[config.mk]
export PLATFORM = sky130hd
export DESIGN_NAME = aod_output_demux
export DESIGN_NICKNAME = d
export VERILOG_FILES = /design/src/aod_output_demux.v
export VERILOG_INCLUDE_DIRS = /design/src
export SDC_FILE = /design/constraint.sdc
export NUM_CORES = 1
export LEC_CHECK = 0
export ABC_AREA = 0
export BUFFER_PORTS_ARGS = -buffer_cell sky130_fd_sc_hd__buf_2
export CORE_MARGIN = 8
export CORE_UTILIZATION = 58
export DETAILED_ROUTE_END_ITERATION = 6
export PLACE_DENSITY = 0.83
export SETUP_SLACK_MARGIN = 0.05
export SYNTH_ARGS = -nofsm -noshare
export SYNTH_HDL_FRONTEND = slang
export SYNTH_SLANG_ARGS = --single-unit
[constraint.sdc]
create_clock -name mclk_i -period 6.16 [get_ports mclk_i]
set_input_delay 0.616 -clock mclk_i [delete_from_list [all_inputs] [get_ports mclk_i]]
set_output_delay 0.616 -clock mclk_i [all_outputs]
set_load 0.005 [all_outputs]
[src/aod_consts.vh]
`ifndef AOD_CONSTS_VH
`define AOD_CONSTS_VH

// Register indices on the plain register port
`define AOD_ADDR_W         4
`define AOD_REG_EXTCFG     4'h9
`define AOD_REG_IRQ_STAT   4'ha
`define AOD_REG_IRQ_MASK   4'hb
`define AOD_REG_STATE      4'hc

// Extended configuration fields
`define AOD_CFG_DEMUX      0
`define AOD_CFG_DDR        1
`define AOD_CFG_MIRROR     2
`define AOD_CFG_TRIM_SKIP  3
`define AOD_CFG_FS_LSB     8
`define AOD_CFG_FS_MSB     15
`define AOD_CFG_MASK       16'hff0f
`define AOD_CFG_RESET      16'hc801

// Interrupt status / mask bits
`define AOD_IRQ_CAL_DONE   0
`define AOD_IRQ_OOR        1

// Full scale in millivolts for pin control (low / high setting)
`define AOD_FS_LO_MV       11'h258
`define AOD_FS_HI_MV       11'h320

// Calibration phase times
`define AOD_CLK_MHZ        25
`define AOD_TRIM_NS        2000
`define AOD_CORE_NS        8000
`define AOD_TRIM_CYC       ((`AOD_TRIM_NS * `AOD_CLK_MHZ + 999) / 1000)
`define AOD_CORE_CYC       ((`AOD_CORE_NS * `AOD_CLK_MHZ + 999) / 1000)

`endif

[src/aod_output_demux.v]
// Behaviour
// - Late bus carries later sample, no delay
// - Early bus delayed one sample cycle
// - Early bus holds earlier sample of pair
// - Non-demux mode floats the early buses
// - Out-of-range when input exceeds half scale
// - Mirror clock copies data clock exactly
// - Both buses launched with data clock
// - Data clock half rate SDR, quarter DDR in demux mode
// - Data clock stopped during termination trim
// - Trim-skip bit omits later trims
// - Power-on calibration always trims once
// - Calibration-active high throughout calibration
// - Pin control overrides registers when high
//
// Chosen here: strobed register access.
`timescale 1ns/1ps
`default_nettype none
`include "aod_consts.vh"

module aod_output_demux #(
  parameter integer TRIM_CYC = `AOD_TRIM_CYC,
  parameter integer CORE_CYC = `AOD_CORE_CYC
) (
  input  wire                   mclk_i,               // System clock, 25 MHz
  input  wire                   rstn_i,               // Async reset, active low
  input  wire                   sample_clk_i,         // Sample clock, async
  input  wire [7:0]             i_sample_i,           // I converter word
  input  wire [7:0]             q_sample_i,           // Q converter word
  input  wire [10:0]            in_mag_mv_i,          // Input magnitude, mV
  input  wire                   cal_start_i,          // Calibration request pulse
  input  wire                   ext_control_enable_n_i, // High: pin control
  input  wire                   demux_pin_i,          // Pin: 1:2 demux select
  input  wire                   ddr_pin_i,            // Pin: DDR select
  input  wire                   mirror_pin_i,         // Pin: shared output is clock
  input  wire                   full_scale_setting_i, // Pin: full-scale select
  input  wire [`AOD_ADDR_W-1:0] reg_addr_i,           // Register index
  input  wire [15:0]            reg_wdata_i,          // Write data
  input  wire                   reg_wr_i,             // Write strobe
  input  wire                   reg_rd_i,             // Read strobe
  output reg  [15:0]            reg_rdata_o,          // Read data, next cycle
  output reg  [7:0]             i_chan_late_data_o,   // I later sample
  output reg  [7:0]             q_chan_late_data_o,   // Q later sample
  output reg  [7:0]             i_chan_early_data_o,  // I earlier sample
  output reg  [7:0]             q_chan_early_data_o,  // Q earlier sample
  output wire                   early_oe_n_o,         // Early bus enable, low drives
  output wire                   forwarded_data_clock_o, // Data clock
  output wire                   mirror_data_clock_o,  // Shared range flag / clock
  output wire                   calibration_active_o, // Calibration running
  output wire                   irq_o                 // Interrupt, level
);

  // One-hot calibration states
  localparam [2:0] ST_IDLE = 3'b001;
  localparam [2:0] ST_TRIM = 3'b010;
  localparam [2:0] ST_CORE = 3'b100;

  // Register index decode, shared by the write paths
  function addr_hit;
    input [`AOD_ADDR_W-1:0] addr;
    input [`AOD_ADDR_W-1:0] idx;
    begin
      addr_hit = (addr == idx);
    end
  endfunction

  // Software-visible registers
  reg  [15:0] cfg_reg;
  reg  [1:0]  irq_stat_reg;
  reg  [1:0]  irq_mask_reg;

  // Calibration sequencer
  reg  [2:0]  state_reg;
  reg  [2:0]  state_next;
  reg  [15:0] cnt_reg;
  reg  [15:0] cnt_next;
  reg         por_cal_reg;
  reg         por_req_reg;

  // Synchronisers; stage pairs for the configuration pins
  reg  [2:0]  sclk_sync_reg;
  reg  [1:0]  pin_s1_reg;
  reg  [1:0]  pin_s2_reg;
  reg  [1:0]  pin_s3_reg;
  reg  [1:0]  pin_s4_reg;
  reg  [1:0]  pin_s5_reg;
  reg  [1:0]  pin_s6_reg;

  // Demultiplexer and data clock
  reg         phase_reg;
  reg         div_reg;
  reg         forwarded_data_clock_reg;
  reg         oor_reg;
  reg  [7:0]  i_hold_reg;
  reg  [7:0]  q_hold_reg;

  // Combinational helpers
  reg         cal_done;
  wire        sample_edge;

  // Effective configuration, from pins or register
  wire        pin_mode;
  wire        demux_en;
  wire        ddr_en;
  wire        mirror_en;
  wire        trim_skip;
  wire [10:0] fs_mv;
  wire        oor_now;
  wire        forwarded_data_clock_run;
  wire        forwarded_data_clock_step;
  wire [1:0]  irq_set;

  // Pins from outside the clock domain pass two flops first.
  // The sample clock gets a third stage so that its rising edge can be
  // found by comparing two settled copies; it therefore needs more than
  // one system-clock period high and more than one low.
  // Configuration pins take two cycles to act, so a pin change is not
  // seen by the output path before the third edge after it.
  always @(posedge mclk_i or negedge rstn_i) begin
    if (!rstn_i) begin
      sclk_sync_reg <= 3'h0;
      pin_s1_reg    <= 2'h0;
      pin_s2_reg    <= 2'h0;
      pin_s3_reg    <= 2'h0;
      pin_s4_reg    <= 2'h0;
      pin_s5_reg    <= 2'h0;
      pin_s6_reg    <= 2'h0;
    end else begin
      sclk_sync_reg <= {sclk_sync_reg[1:0], sample_clk_i};
      pin_s1_reg    <= {ext_control_enable_n_i, demux_pin_i};
      pin_s2_reg    <= pin_s1_reg;
      pin_s3_reg    <= {ddr_pin_i, mirror_pin_i};
      pin_s4_reg    <= pin_s3_reg;
      // Spare bit of the last pair is tied low
      pin_s5_reg    <= {full_scale_setting_i, 1'b0};
      pin_s6_reg    <= pin_s5_reg;
    end
  end

  // Rising edge of the sample clock, seen two to three cycles late
  assign sample_edge = sclk_sync_reg[1] & ~sclk_sync_reg[2];

  assign pin_mode  = pin_s2_reg[1];
  assign demux_en  = pin_mode ? pin_s2_reg[0] : cfg_reg[`AOD_CFG_DEMUX];
  assign ddr_en    = pin_mode ? pin_s4_reg[1] : cfg_reg[`AOD_CFG_DDR];
  assign mirror_en = pin_mode ? pin_s4_reg[0] : cfg_reg[`AOD_CFG_MIRROR];
  // Pin-controlled parts can never skip the trim
  assign trim_skip = ~pin_mode & cfg_reg[`AOD_CFG_TRIM_SKIP];
  assign fs_mv     = pin_mode ? (pin_s6_reg[1] ? `AOD_FS_HI_MV : `AOD_FS_LO_MV)
                              : {1'b0, cfg_reg[`AOD_CFG_FS_MSB:`AOD_CFG_FS_LSB], 2'b00};

  // beyond half of full scale
  // Doubled magnitude against full scale avoids a halving that would
  // lose the lowest bit of an odd full-scale setting
  assign oor_now = ({1'b0, in_mag_mv_i} << 1) > {1'b0, fs_mv};

  // Calibration sequencer: idle, then termination trim, then core.
  // A start request while busy is dropped rather than queued; the
  // power-on request wins over a start request in the same cycle.
  // The trim phase is the only part that stops the data clock, so a
  // receiver that keeps running on this clock must set the skip bit.
  always @* begin
    state_next = state_reg;
    cnt_next   = cnt_reg;
    cal_done   = 1'b0;
    case (state_reg)
      ST_IDLE: begin
        if (por_req_reg || cal_start_i) begin
          cnt_next = 16'h0;
          if (por_req_reg || !trim_skip) begin
            state_next = ST_TRIM;
          end else begin
            state_next = ST_CORE;
          end
        end
      end
      ST_TRIM: begin
        if (cnt_reg == TRIM_CYC[15:0] - 16'h1) begin
          cnt_next   = 16'h0;
          state_next = ST_CORE;
        end else begin
          cnt_next = cnt_reg + 16'h1;
        end
      end
      ST_CORE: begin
        if (cnt_reg == CORE_CYC[15:0] - 16'h1) begin
          cnt_next   = 16'h0;
          state_next = ST_IDLE;
          cal_done   = 1'b1;
        end else begin
          cnt_next = cnt_reg + 16'h1;
        end
      end
      default: begin
        state_next = ST_IDLE;
        cnt_next   = 16'h0;
      end
    endcase
  end

  always @(posedge mclk_i or negedge rstn_i) begin
    if (!rstn_i) begin
      state_reg   <= ST_IDLE;
      cnt_reg     <= 16'h0;
      por_cal_reg <= 1'b1;
      por_req_reg <= 1'b0;
    end else begin
      state_reg   <= state_next;
      cnt_reg     <= cnt_next;
      // Power-on calibration fires once, one cycle after reset release
      // A mid-run reset is treated as a new power-on and trims again
      por_cal_reg <= 1'b0;
      por_req_reg <= por_cal_reg;
    end
  end

  assign calibration_active_o = ~state_reg[0];

  assign forwarded_data_clock_run  = ~state_reg[1];
  // divide by sample edges
  // SDR and non-demux DDR toggle on every sample edge; demux DDR only when the divider is set
  assign forwarded_data_clock_step = sample_edge & forwarded_data_clock_run & (~(demux_en & ddr_en) | div_reg);

  // Output path: words change on the same mclk edge as the clock toggles,
  // so the receiver sees data and clock edge together.
  // In double data rate the divider bit and the pair phase toggle on the
  // same sample edges from reset, so each data update falls on a clock toggle until a pass through non-demux mode.
  // Leaving non-demux mode restarts the pairing with the next sample;
  // the divider keeps its phase, which may shift the first clock edge.
  // The early words keep their last value while the buses are floated;
  // only the enable tells the pads to release them.
  always @(posedge mclk_i or negedge rstn_i) begin
    if (!rstn_i) begin
      phase_reg           <= 1'b0;
      div_reg             <= 1'b0;
      forwarded_data_clock_reg            <= 1'b0;
      oor_reg             <= 1'b0;
      i_hold_reg          <= 8'h0;
      q_hold_reg          <= 8'h0;
      i_chan_late_data_o  <= 8'h0;
      q_chan_late_data_o  <= 8'h0;
      i_chan_early_data_o <= 8'h0;
      q_chan_early_data_o <= 8'h0;
    end else begin
      if (sample_edge) begin
        oor_reg <= oor_now;
        div_reg <= ~div_reg;
        if (!demux_en) begin
          i_chan_late_data_o <= i_sample_i;
          q_chan_late_data_o <= q_sample_i;
          phase_reg          <= 1'b0;
        end else if (!phase_reg) begin
          // first of pair waits a cycle
          i_hold_reg <= i_sample_i;
          q_hold_reg <= q_sample_i;
          phase_reg  <= 1'b1;
        end else begin
          i_chan_late_data_o  <= i_sample_i;
          q_chan_late_data_o  <= q_sample_i;
          i_chan_early_data_o <= i_hold_reg;
          q_chan_early_data_o <= q_hold_reg;
          phase_reg           <= 1'b0;
        end
      end
      if (forwarded_data_clock_step) begin
        forwarded_data_clock_reg <= ~forwarded_data_clock_reg;
      end
    end
  end

  // early buses float
  // Active-low enable, as the pads expect; low while the buses drive
  assign early_oe_n_o = ~demux_en;
  // Data clock straight from its flop, no gating on the pad path
  assign forwarded_data_clock_o = forwarded_data_clock_reg;
  assign mirror_data_clock_o = mirror_en ? forwarded_data_clock_reg : oor_reg;

  // Register file and sticky interrupts.
  // Reads answer one cycle after the strobe and show zero otherwise, so
  // a wired-or of several register blocks on one read bus stays possible.
  // Writes to unmapped indices are ignored and unused bits read zero.
  // Event sources: range flag per sample edge, calibration done
  assign irq_set = {sample_edge & oor_now, cal_done};

  always @(posedge mclk_i or negedge rstn_i) begin
    if (!rstn_i) begin
      cfg_reg      <= `AOD_CFG_RESET;
      irq_stat_reg <= 2'h0;
      irq_mask_reg <= 2'h0;
      reg_rdata_o  <= 16'h0;
    end else begin
      if (reg_wr_i && addr_hit(reg_addr_i, `AOD_REG_EXTCFG)) begin
        cfg_reg <= reg_wdata_i & `AOD_CFG_MASK;
      end
      if (reg_wr_i && addr_hit(reg_addr_i, `AOD_REG_IRQ_MASK)) begin
        irq_mask_reg <= reg_wdata_i[1:0];
      end
      // A new event wins over a write-one clear in the same cycle
      if (reg_wr_i && addr_hit(reg_addr_i, `AOD_REG_IRQ_STAT)) begin
        irq_stat_reg <= (irq_stat_reg & ~reg_wdata_i[1:0]) | irq_set;
      end else begin
        irq_stat_reg <= irq_stat_reg | irq_set;
      end
      reg_rdata_o <= 16'h0;
      if (reg_rd_i) begin
        case (reg_addr_i)
          `AOD_REG_EXTCFG:   reg_rdata_o <= cfg_reg;
          `AOD_REG_IRQ_STAT: reg_rdata_o <= {14'h0, irq_stat_reg};
          `AOD_REG_IRQ_MASK: reg_rdata_o <= {14'h0, irq_mask_reg};
          // Read-only snapshot: pin mode, range flag, clock, demux, ddr, state
          `AOD_REG_STATE:    reg_rdata_o <= {8'h0,
                                             pin_mode,
                                             oor_reg,
                                             forwarded_data_clock_reg,
                                             demux_en,
                                             ddr_en,
                                             state_reg};
          default:           reg_rdata_o <= 16'h0;
        endcase
      end
    end
  end

  // Level interrupt: any status bit whose mask bit is set
  // Clearing the mask silences the line without losing the events
  assign irq_o = |(irq_stat_reg & irq_mask_reg);

endmodule // aod_output_demux

`default_nettype wire

==> results of run 1 <==
-- power groups by stage --
stage	sequential [mW]	combinational (mW)	clock [mW]
detailed placement	1.08	0.467	0
global route	1.10	0.521	1.05
CTS	1.08	0.481	1.02
global placement	1.07	0.449	0
floorplan	1.05	0.292	0
finish	1.08	0.470	1.01
-- worst register-to-register path, delay by kind of cell, from the launching register on --
kind / cells / cell delay (ns)
muxes: 2 / 0.90
and+or+nand+nor: 2 / 0.72
DFF: 1 / 0.72
-- Yosys cell counts (2+ instances only) --
master,n
buf_2,5
nand2_1,24
and2_1,3
nor4_1,5
nor3_1,4
a21o_1,4
nand2b_1,4
xnor2_1,11
nand3_1,8
xor2_1,3
clkbuf_1,6
a21oi_1,5
o21ai_1,2
o21ai_0,6
nor2b_1,2
mux2_2,66
dfrtp_1,112
a22oi_1,4
dfstp_2,6
or4_1,2
mux2i_1,4
inv_1,4
ha_1,10
and4bb_2,3
buf_4,4
and3_1,14
a211o_1,2
o41ai_1,2
nor2_1,21
nand4_1,4
nor3b_1,3
-- area by class of cell --
| cell class | count | area [um^2] |
|---|---|---|
| Clock buffer | 19 | 442 |
| Clock inverter | 13 | 170 |
| Fill cell | 562 | 2330 |
| Inverter | 4 | 15.0 |
| Multi-Input combinational cell | 243 | 1990 |
| Sequential cell | 118 | 2960 |
| Tap cell | 108 | 135 |
| Timing Repair Buffer | 108 | 548 |
-- worst max-delay path by stage --
stage	endpoint	slack, ns	depth (start not counted)
floorplan	oor_reg	4.13	10
global placement	q_chan_early_data_o[1]	3.84	4
detailed placement	q_chan_early_data_o[0]	3.81	4
CTS	mirror_data_clock_o	3.53	3
global route	mirror_data_clock_o	3.48	3
finish	mirror_data_clock_o	3.54	3
-- per-layer routing --
| layer | GRT usage | up-vias | share of wire | routed length [um] |
|---|---|---|---|---|
| li1 | - | 1585 | - | - |
| met1 | 0.236 | 1801 | 0.40 | 4780 |
| met2 | 0.361 | 102 | 0.51 | 6100 |
| met3 | 0.0645 | 28 | 0.064 | 764 |
| met4 | 0.109 | 0 | 0.024 | 291 |
| met5 | 0 | - | 0 | 0 |
-- layout by cell type (no fill, tap or decap), types with 3 or more instances in the layout --
cell,n
a21o_1,4
a21oi_1,5
a22oi_1,4
and2_1,3
and3_1,14
and4bb_2,3
buf_2,105
buf_4,3
bufinv_16,3
clkbuf_16,16
clkbuf_8,3
clkinv_4,4
clkinvlp_4,3
dfrtp_1,112
dfstp_2,6
ha_1,10
inv_1,4
mux2_2,66
mux2i_1,4
nand2_1,24
nand2b_1,4
nand3_1,8
nand4_1,4
nor2_1,21
nor3_1,4
nor3b_1,3
nor4_1,5
o21ai_0,6
xnor2_1,11
xor2_1,3
-- cells by family after synthesis --
logic type | count (synthesis)
xor+xnor | 14
buf+inv | 20
other cells | 1
flops | 118
mux | 71
fa+ha+maj | 10
simple gates | 111
compound gates | 36
==> reports/qor.yml, run 1 <==
layout:
  layout-drive-gt1-share: 0.453
  nets: 560
  area_growth_pct: 23.9
  design_area_um2: 6260
  num_antenna_cells: 0
  utilization: 0.728
  fin_cells: 613
setup_path:
  critPathCaptureType: "output pin"
  slowest_stage: "dfrtp_1"
  worstPathRequired_ns: 5.54
  rrSetupSlack_ns: 3.71
  cp_top_family: "flip-flops"
  critPathMaxFanout: 14
  critPathLaunchType: "flip-flop"
  critical_path_buf_inv_count: 1
  slowest_delay_ns: 0.72
  crit_type: "reg -> out"
  crit_chain: "mux2i_1 > mux2_2 > buf_2"
  worstSetupStartpoint: "pin_s2_reg[1]"
  critPathArrivalTime_ns: 2.00
  r2r-end: "q_chan_early_data_o[6]"
  worstRegToRegCells: 4
  reg2reg_from: "pin_s2_reg[1]"
synthesis:
  syn_avg_cell_area_um2: 13.3
  ys_seq_area_frac: 0.586
  ys_seq_elements: 118
  synth_xor_area_frac: 0.0243
  synthArstFlopShare: 1.00
  syn_inst: 381
  synth_cell_type_count: 59
  synth-adder-area-share: 0.0248
  netlist.area_leader.share: 0.555
  synth_area_leaders: "dfrtp_1 55%, mux2_2 15%, dfstp_2 3.1%"
  synth_compound_area_frac: 0.0545
  synth-simple-area-share: 0.130
  synth_edf_count: 0
  synth_flop_cell: "dfrtp_1"
  muxShareOfSynthArea: 0.159
  netlist.top_cell.by_area: "dfrtp_1"
  synth.yosys.warnings: 0
  synth_top_family_by_area: "multiplexers"
  netlist_area_um2: 5050
  syn-num-nets: 449
cts:
  worstSkewPairLatency_ns: 0.52
  cts_buffer_depth: 2
  htree_levels: 4
  cts_root_buffer: "clkbuf_8"
  cts_setup_buffers: 0
  clk_pin_slew_worst_paths_ns: 0.06
  tritoncts: "done"
  clock_sinks: 118
  cts_hold_buffers: 0
  cts_resized: 0
  cts_made_buffers: 17
placement:
  gp_congestion: 0.818
  dp.cells: 581
  dpl.hpwl_um: 7780
  dp_slack_ns: 3.81
  io_buffers: 106
  postPlaceCellArea_um2: 5650
timing:
  slew_headroom: 0.410
  setup_viol: 0
  fin_ws_ns: 3.54
  worstMarginPinSlew_ns: 0.883
  finalCriticalPeriod_ns: 2.62
  skew_ns: 0.0108
  fin_setup_tns_ns: 0
  fmax_mhz: 382
  hold_viol: 0
  slew_violations: 0
  grt_setup_unrepaired: "no"
  holdWs_ns: 0.116
  fin_crit_sh: 0.425
power_and_ir_drop:
  p_seq_frac: 0.422
  powerDensity_nw_per_um2: 408
  p_total_mw: 2.56
  peakVddDrop_uv: 272
  power_frac_clock: 0.394
  power_frac_comb: 0.184
  p_leak_nw: 3.02
  switching_share: 0.278
  p_switching_uw: 710
  internal_power_mw: 1.85
worst_hold_path:
  hp-class: "in -> async"
global_route:
  grt_pass1_wl_um: 19600
  grt_pass1_vias: 4020
  antenna_found_initial: 0
  grt_max_degree: 69
  grt.total_usage: 0.212
  grt_remaining_overflow: 0
drt:
  via_count: 3516
  wire_per_inst_um: 19.5
  drtPass1Iterations: 4
  drt_iter0_drc: 178
  postRouteAntennaNets: 0
  viasPerCell: 5.74
  drc: 0
  wl_um: 11900
status:
  status: "completed"
die:
  die_y_um: 109
  die_w_um: 109
  fp-row-count: 34
  dieArea_um2: 12000
  core-area_um2: 8590
  start_util: 0.588
  io_pins: 111
run:
  maxCapViolCount: 0
Note: power is estimated with default switching activity, not from simulation.
==> run 2, diff against run 1 <==
--- a/config.mk
+++ b/config.mk
@@ -9,9 +9,9 @@
 export ABC_AREA = 0
 export BUFFER_PORTS_ARGS = -buffer_cell sky130_fd_sc_hd__buf_2
 export CORE_MARGIN = 8
-export CORE_UTILIZATION = 58
+export CORE_UTILIZATION = 49
 export DETAILED_ROUTE_END_ITERATION = 6
-export PLACE_DENSITY = 0.83
+export PLACE_DENSITY = 0.75
 export SETUP_SLACK_MARGIN = 0.05
 export SYNTH_ARGS = -nofsm -noshare
 export SYNTH_HDL_FRONTEND = slang
==> constraint.sdc (replaced) <==
create_clock -name mclk_i -period 2.1 [get_ports mclk_i]
set_input_delay 0.21 -clock mclk_i [delete_from_list [all_inputs] [get_ports mclk_i]]
set_output_delay 0.21 -clock mclk_i [all_outputs]
set_load 0.005 [all_outputs]
==> reports/qor.yml, run 2 (same netlist as run 1, synthesis figures left out) <==
cts:
  clk_pin_slew_worst_paths_ns: 0.06
  cts_root_buffer: "clkbuf_8"
  worstSkewPairLatency_ns: 0.51
  cts_made_buffers: 17
  cts_buffer_depth: 2
  htree_levels: 4
  clock_sinks: 118
  tritoncts: "done"
global_route:
  grt.total_usage: 0.176
  grt_pass1_wl_um: 19600
  grt_remaining_overflow: 0
  grt_pass1_vias: 3945
  antenna_found_initial: 0
  grt_max_degree: 50
drt:
  drt_iter0_drc: 152
  drc: 0
  viasPerCell: 5.20
  via_count: 3600
  wl_um: 11800
  drtPass1Iterations: 4
  postRouteAntennaNets: 0
  wire_per_inst_um: 17.0
timing:
  setup_viol: 0
  slew_violations: 0
  hold_viol: 0
  slew_headroom: 0.633
  holdWs_ns: 0.0466
  skew_ns: 0.0101
  fmax_mhz: 500
  worstMarginPinSlew_ns: 0.549
  finalCriticalPeriod_ns: 2.00
  fin_crit_sh: 0.953
  grt_setup_unrepaired: "yes"
layout:
  layout-drive-gt1-share: 0.446
  num_antenna_cells: 0
  layout_commonest_cell: "dfrtp_1"
  nets: 611
  most-common-layout-cells: "111 x dfrtp_1, 105 x buf_2, 65 x mux2_2"
  area_growth_pct: 34.6
die:
  die_y_um: 118
  core-area_um2: 10200
  io_pins: 111
  start_util: 0.496
  die_w_um: 118
  dieArea_um2: 13800
  fp-row-count: 37
power_and_ir_drop:
  switching_share: 0.278
  p_total_mw: 7.47
  powerDensity_nw_per_um2: 1100
  internal_power_mw: 5.39
  peakVddDrop_uv: 752
  p_switching_mw: 2.08
  power_frac_comb: 0.206
  p_leak_nw: 3.25
  p_seq_frac: 0.422
  power_frac_clock: 0.372
setup_path:
  critPathArrivalTime_ns: 1.79
  worstPathRequired_ns: 1.89
  crit_type: "reg -> out"
  critPathCaptureType: "output pin"
  critPathMaxFanout: 8
  slowest_delay_ns: 0.47
  crit_chain: "buf_6 > mux2i_4 > mux2_4 > buf_2"
  critPathLaunchType: "flip-flop"
  slowest_stage: "dfrtp_2"
  cp_top_family: "multiplexers"
  critical_path_buf_inv_count: 2
run:
  maxCapViolCount: 0
placement:
  gp_congestion: 0.870
  io_buffers: 106
  dpl.hpwl_um: 8060
status:
  status: "completed"
worst_hold_path:
  hp-class: "in -> reg"
## run 2: changes by cell type in the layout (fill, tap and decap cells not counted), sizes merged
cell,before,now
dlygate4sd3,0,35
buf,108,124
bufinv,3,2
clkbuf,19,18
clkinv,5,6
clkinvlp,3,4
## run 2: power groups by stage
stage	clock, mW	sequential (mW)	combinational (mW)
floorplan	0	3.09	0.858
global placement	0	3.14	1.37
detailed placement	0	3.18	1.43
CTS	2.83	3.15	1.50
global route	2.93	3.22	1.69
finish	2.78	3.15	1.54
## run 2: final timing paths
check                         startpoint                      to  slack (ns)  depth (start not counted)
setup reg to reg           pin_s2_reg[1]         irq_stat_reg[1]        0.13                          8
min in group asynchronous         rstn_i  q_chan_early_data_o[1]        0.14                          2
max in group asynchronous         rstn_i  i_chan_early_data_o[0]        1.30                          3
hold reg to reg            pin_s3_reg[0]           pin_s4_reg[0]        0.34                          0
setup / recovery           pin_s2_reg[1]     mirror_data_clock_o         0.1                          4
hold / removal             reg_addr_i[3]          reg_rdata_o[1]        0.05                          3
## run 2: worst register-to-register path, delay by kind of cell (launching register included)
kind                     cells  cell delay, ns
adder cells (fa/ha/maj)      1            0.32
AND/OR/NAND/NOR              3            0.32
flip-flops                   1            0.48
AO/OA/AOI/OAI                4            0.79
## run 2: what timing repair did
| item | in CTS | in global routing |
|---|---|---|
| hold endpoints to repair | 164 | 0 |
| pin swaps | 2 | 3 |
| endpoints found under the setup margin | 19 | 30 |
| buffers inserted | 2 | 4 |
| gates resized for setup | 3 | 5 |
| hold buffers | 35 | 0 |
## run 2: area by class of cell
class	count	area, um^2
clock buffer	18	428
clock inverter	14	153
fill	714	3380
inverter	4	15.0
multi-input combinational	243	2020
sequential	118	2960
tap	136	170
timing repair buffer	159	1060
## run 2: stage by stage
stage | setup TNS [ns] | setup slack, ns | area (um^2) | instances | util
after global routing | 0 | 0.0391 | 6800 | 692 | 0.668
final | 0 | 0.0987 | 6800 | 692 | 0.668
after floorplan | 0 | 0.0659 | 5050 | 381 | -
after global placement | 0 | 0.0593 | 5780 | 619 | 0.568
after detailed placement | -0.00542 | -0.00542 | 5780 | 619 | 0.568
after CTS | 0 | 0.0478 | 6740 | 688 | 0.661
## run 2: metal layers
metal  global-route usage  wire [um]  part of all wire  vias to the layer above
met5                    0          0                 0                        -
met3               0.0691        952             0.081                       22
met1                0.209       4930              0.42                     1759
met4               0.0649        184             0.016                        0
met2                0.284       5690              0.48                      132
li1                     -          -                 -                     1687
==> run 3, diff against run 2 <==
--- a/config.mk
+++ b/config.mk
@@ -8,10 +8,13 @@
 export LEC_CHECK = 0
 export ABC_AREA = 0
 export BUFFER_PORTS_ARGS = -buffer_cell sky130_fd_sc_hd__buf_2
+export CELL_PAD_IN_SITES_DETAIL_PLACEMENT = 0
+export CELL_PAD_IN_SITES_GLOBAL_PLACEMENT = 1
 export CORE_MARGIN = 8
-export CORE_UTILIZATION = 49
+export CORE_UTILIZATION = 39
+export CTS_CLUSTER_DIAMETER = 120
 export DETAILED_ROUTE_END_ITERATION = 6
-export PLACE_DENSITY = 0.75
+export PLACE_DENSITY_LB_ADDON = 0.1
 export SETUP_SLACK_MARGIN = 0.05
 export SYNTH_ARGS = -nofsm -noshare
 export SYNTH_HDL_FRONTEND = slang
==> reports/qor.yml, run 3 (same netlist as run 1, synthesis figures left out) <==
setup_path:
  cp_top_family: "compound AO/OA/AOI/OAI gates"
  critPathMaxFanout: 6
  crit_chain: "buf_4 > mux2i_1 > ha_1 > nand4_1 > o21bai_1 > a31o_2 > a211o_1 > nand2_1"
  critical_path_buf_inv_count: 1
  critPathCaptureType: "flip-flop"
  critPathLaunchType: "flip-flop"
  critPathArrivalTime_ns: 2.29
  worstPathRequired_ns: 2.44
  crit_type: "reg -> reg"
  slowest_delay_ns: 0.45
  slowest_stage: "dfrtp_2"
power_and_ir_drop:
  powerDensity_nw_per_um2: 1130
  switching_share: 0.257
  power_frac_clock: 0.386
  p_seq_frac: 0.417
  p_leak_nw: 3.16
  power_frac_comb: 0.197
  p_switching_mw: 1.92
  peakVddDrop_uv: 655
  internal_power_mw: 5.56
drt:
  wl_um: 11200
  via_count: 3370
  wire_per_inst_um: 16.0
  drc: 0
  postRouteAntennaNets: 0
  drtPass1Iterations: 4
  viasPerCell: 4.79
  drt_iter0_drc: 169
global_route:
  grt_max_degree: 54
  grt_remaining_overflow: 0
  grt_pass1_wl_um: 18600
  grt.total_usage: 0.143
  grt_pass1_vias: 3696
  antenna_found_initial: 0
timing:
  slew_violations: 0
  fmax_mhz: 513
  fin_crit_sh: 0.929
  grt_setup_unrepaired: "no"
  finalCriticalPeriod_ns: 1.95
  holdWs_ns: 0.0400
  setup_viol: 0
  hold_viol: 0
  skew_ns: 0.00895
  fin_setup_tns_ns: 0
layout:
  layout-drive-gt1-share: 0.460
  multiInputGateArea_um2: 1990
  layout_commonest_cell: "dfrtp_1"
  num_antenna_cells: 0
  most-common-layout-cells: "111 x dfrtp_1, 105 x buf_2, 66 x mux2_2"
  area_growth_pct: 30.6
  fill_cells: 1154
  nets: 586
  regArea_um2: 2960
cts:
  clock_sinks: 118
  htree_levels: 4
  tritoncts: "done"
  cts_root_buffer: "clkbuf_16"
  worstSkewPairLatency_ns: 0.40
  cts_buffer_depth: 2
  cts_made_buffers: 17
  clk_pin_slew_worst_paths_ns: 0.05
die:
  core-area_um2: 12600
  fp-row-count: 41
  die_w_um: 130
  dieArea_um2: 16900
  io_pins: 111
  start_util: 0.400
  die_y_um: 130
placement:
  io_buffers: 106
  dpl.hpwl_um: 8120
  gp_congestion: 0.770
status:
  status: "completed"
run:
  maxCapViolCount: 0
worst_hold_path:
  hp-class: "in -> reg"
## run 3: cell type report
class                           instances  share of cell area
Multi-Input combinational cell        243               0.302
Timing Repair Buffer                  134               0.125
Sequential cell                       118               0.449
Tap cell                              172              0.0326
Clock inverter                          8              0.0188
Clock buffer                           24              0.0715
Inverter                                4             0.00227
## run 3: worst paths after layout
kind	from	end	slack [ns]	depth (start not counted)
setup / recovery	pin_s2_reg[1]	oor_reg	0.15	8
hold / removal	reg_wdata_i[12]	cfg_reg[12]	0.04	2
setup reg to reg	pin_s2_reg[1]	oor_reg	0.15	8
hold reg to reg	pin_s1_reg[0]	pin_s2_reg[0]	0.35	0
max in group asynchronous	rstn_i	cfg_reg[11]	1.22	3
min in group asynchronous	rstn_i	reg_rdata_o[9]	0.25	2
## run 3: timing repair
| item | 4_1_cts | 5_1_grt |
|---|---|---|
| gates resized for setup | 1 | 3 |
| endpoints found under the hold margin | 27 | 0 |
| pin swaps | 0 | 4 |
| endpoints found under the setup margin | 3 | 13 |
| hold buffers | 7 | 0 |
| cloned | 0 | 0 |
| buffers inserted | 3 | 4 |
## run 3: layer usage
metal	share of wire	GRT usage	vias up
li1	-	-	1635
met2	0.45	0.211	97
met1	0.46	0.184	1628
met5	0	0	-
met3	0.081	0.0579	10
met4	0.011	0.0594	0
## run 3: power by group through the flow
stage               sequential [mW]  combinational, mW  clock [mW]
floorplan                      3.09              0.858           0
CTS                            3.13               1.45        2.96
finish                         3.12               1.47        2.89
global route                   3.20               1.65        3.06
detailed placement             3.16               1.43           0
global placement               3.14               1.41           0
## run 3: per-stage QoR
step	cell area, um^2	setup slack [ns]	util	total power, mW	instances
finish	6600	0.150	0.523	7.49	703
global route	6600	0.0468	0.523	7.91	703
CTS	6560	0.0764	0.520	7.55	699
detailed placement	5870	0.0697	0.465	4.59	657
global placement	5870	0.0985	0.465	4.55	657
floorplan	5050	0.0659	-	3.94	381
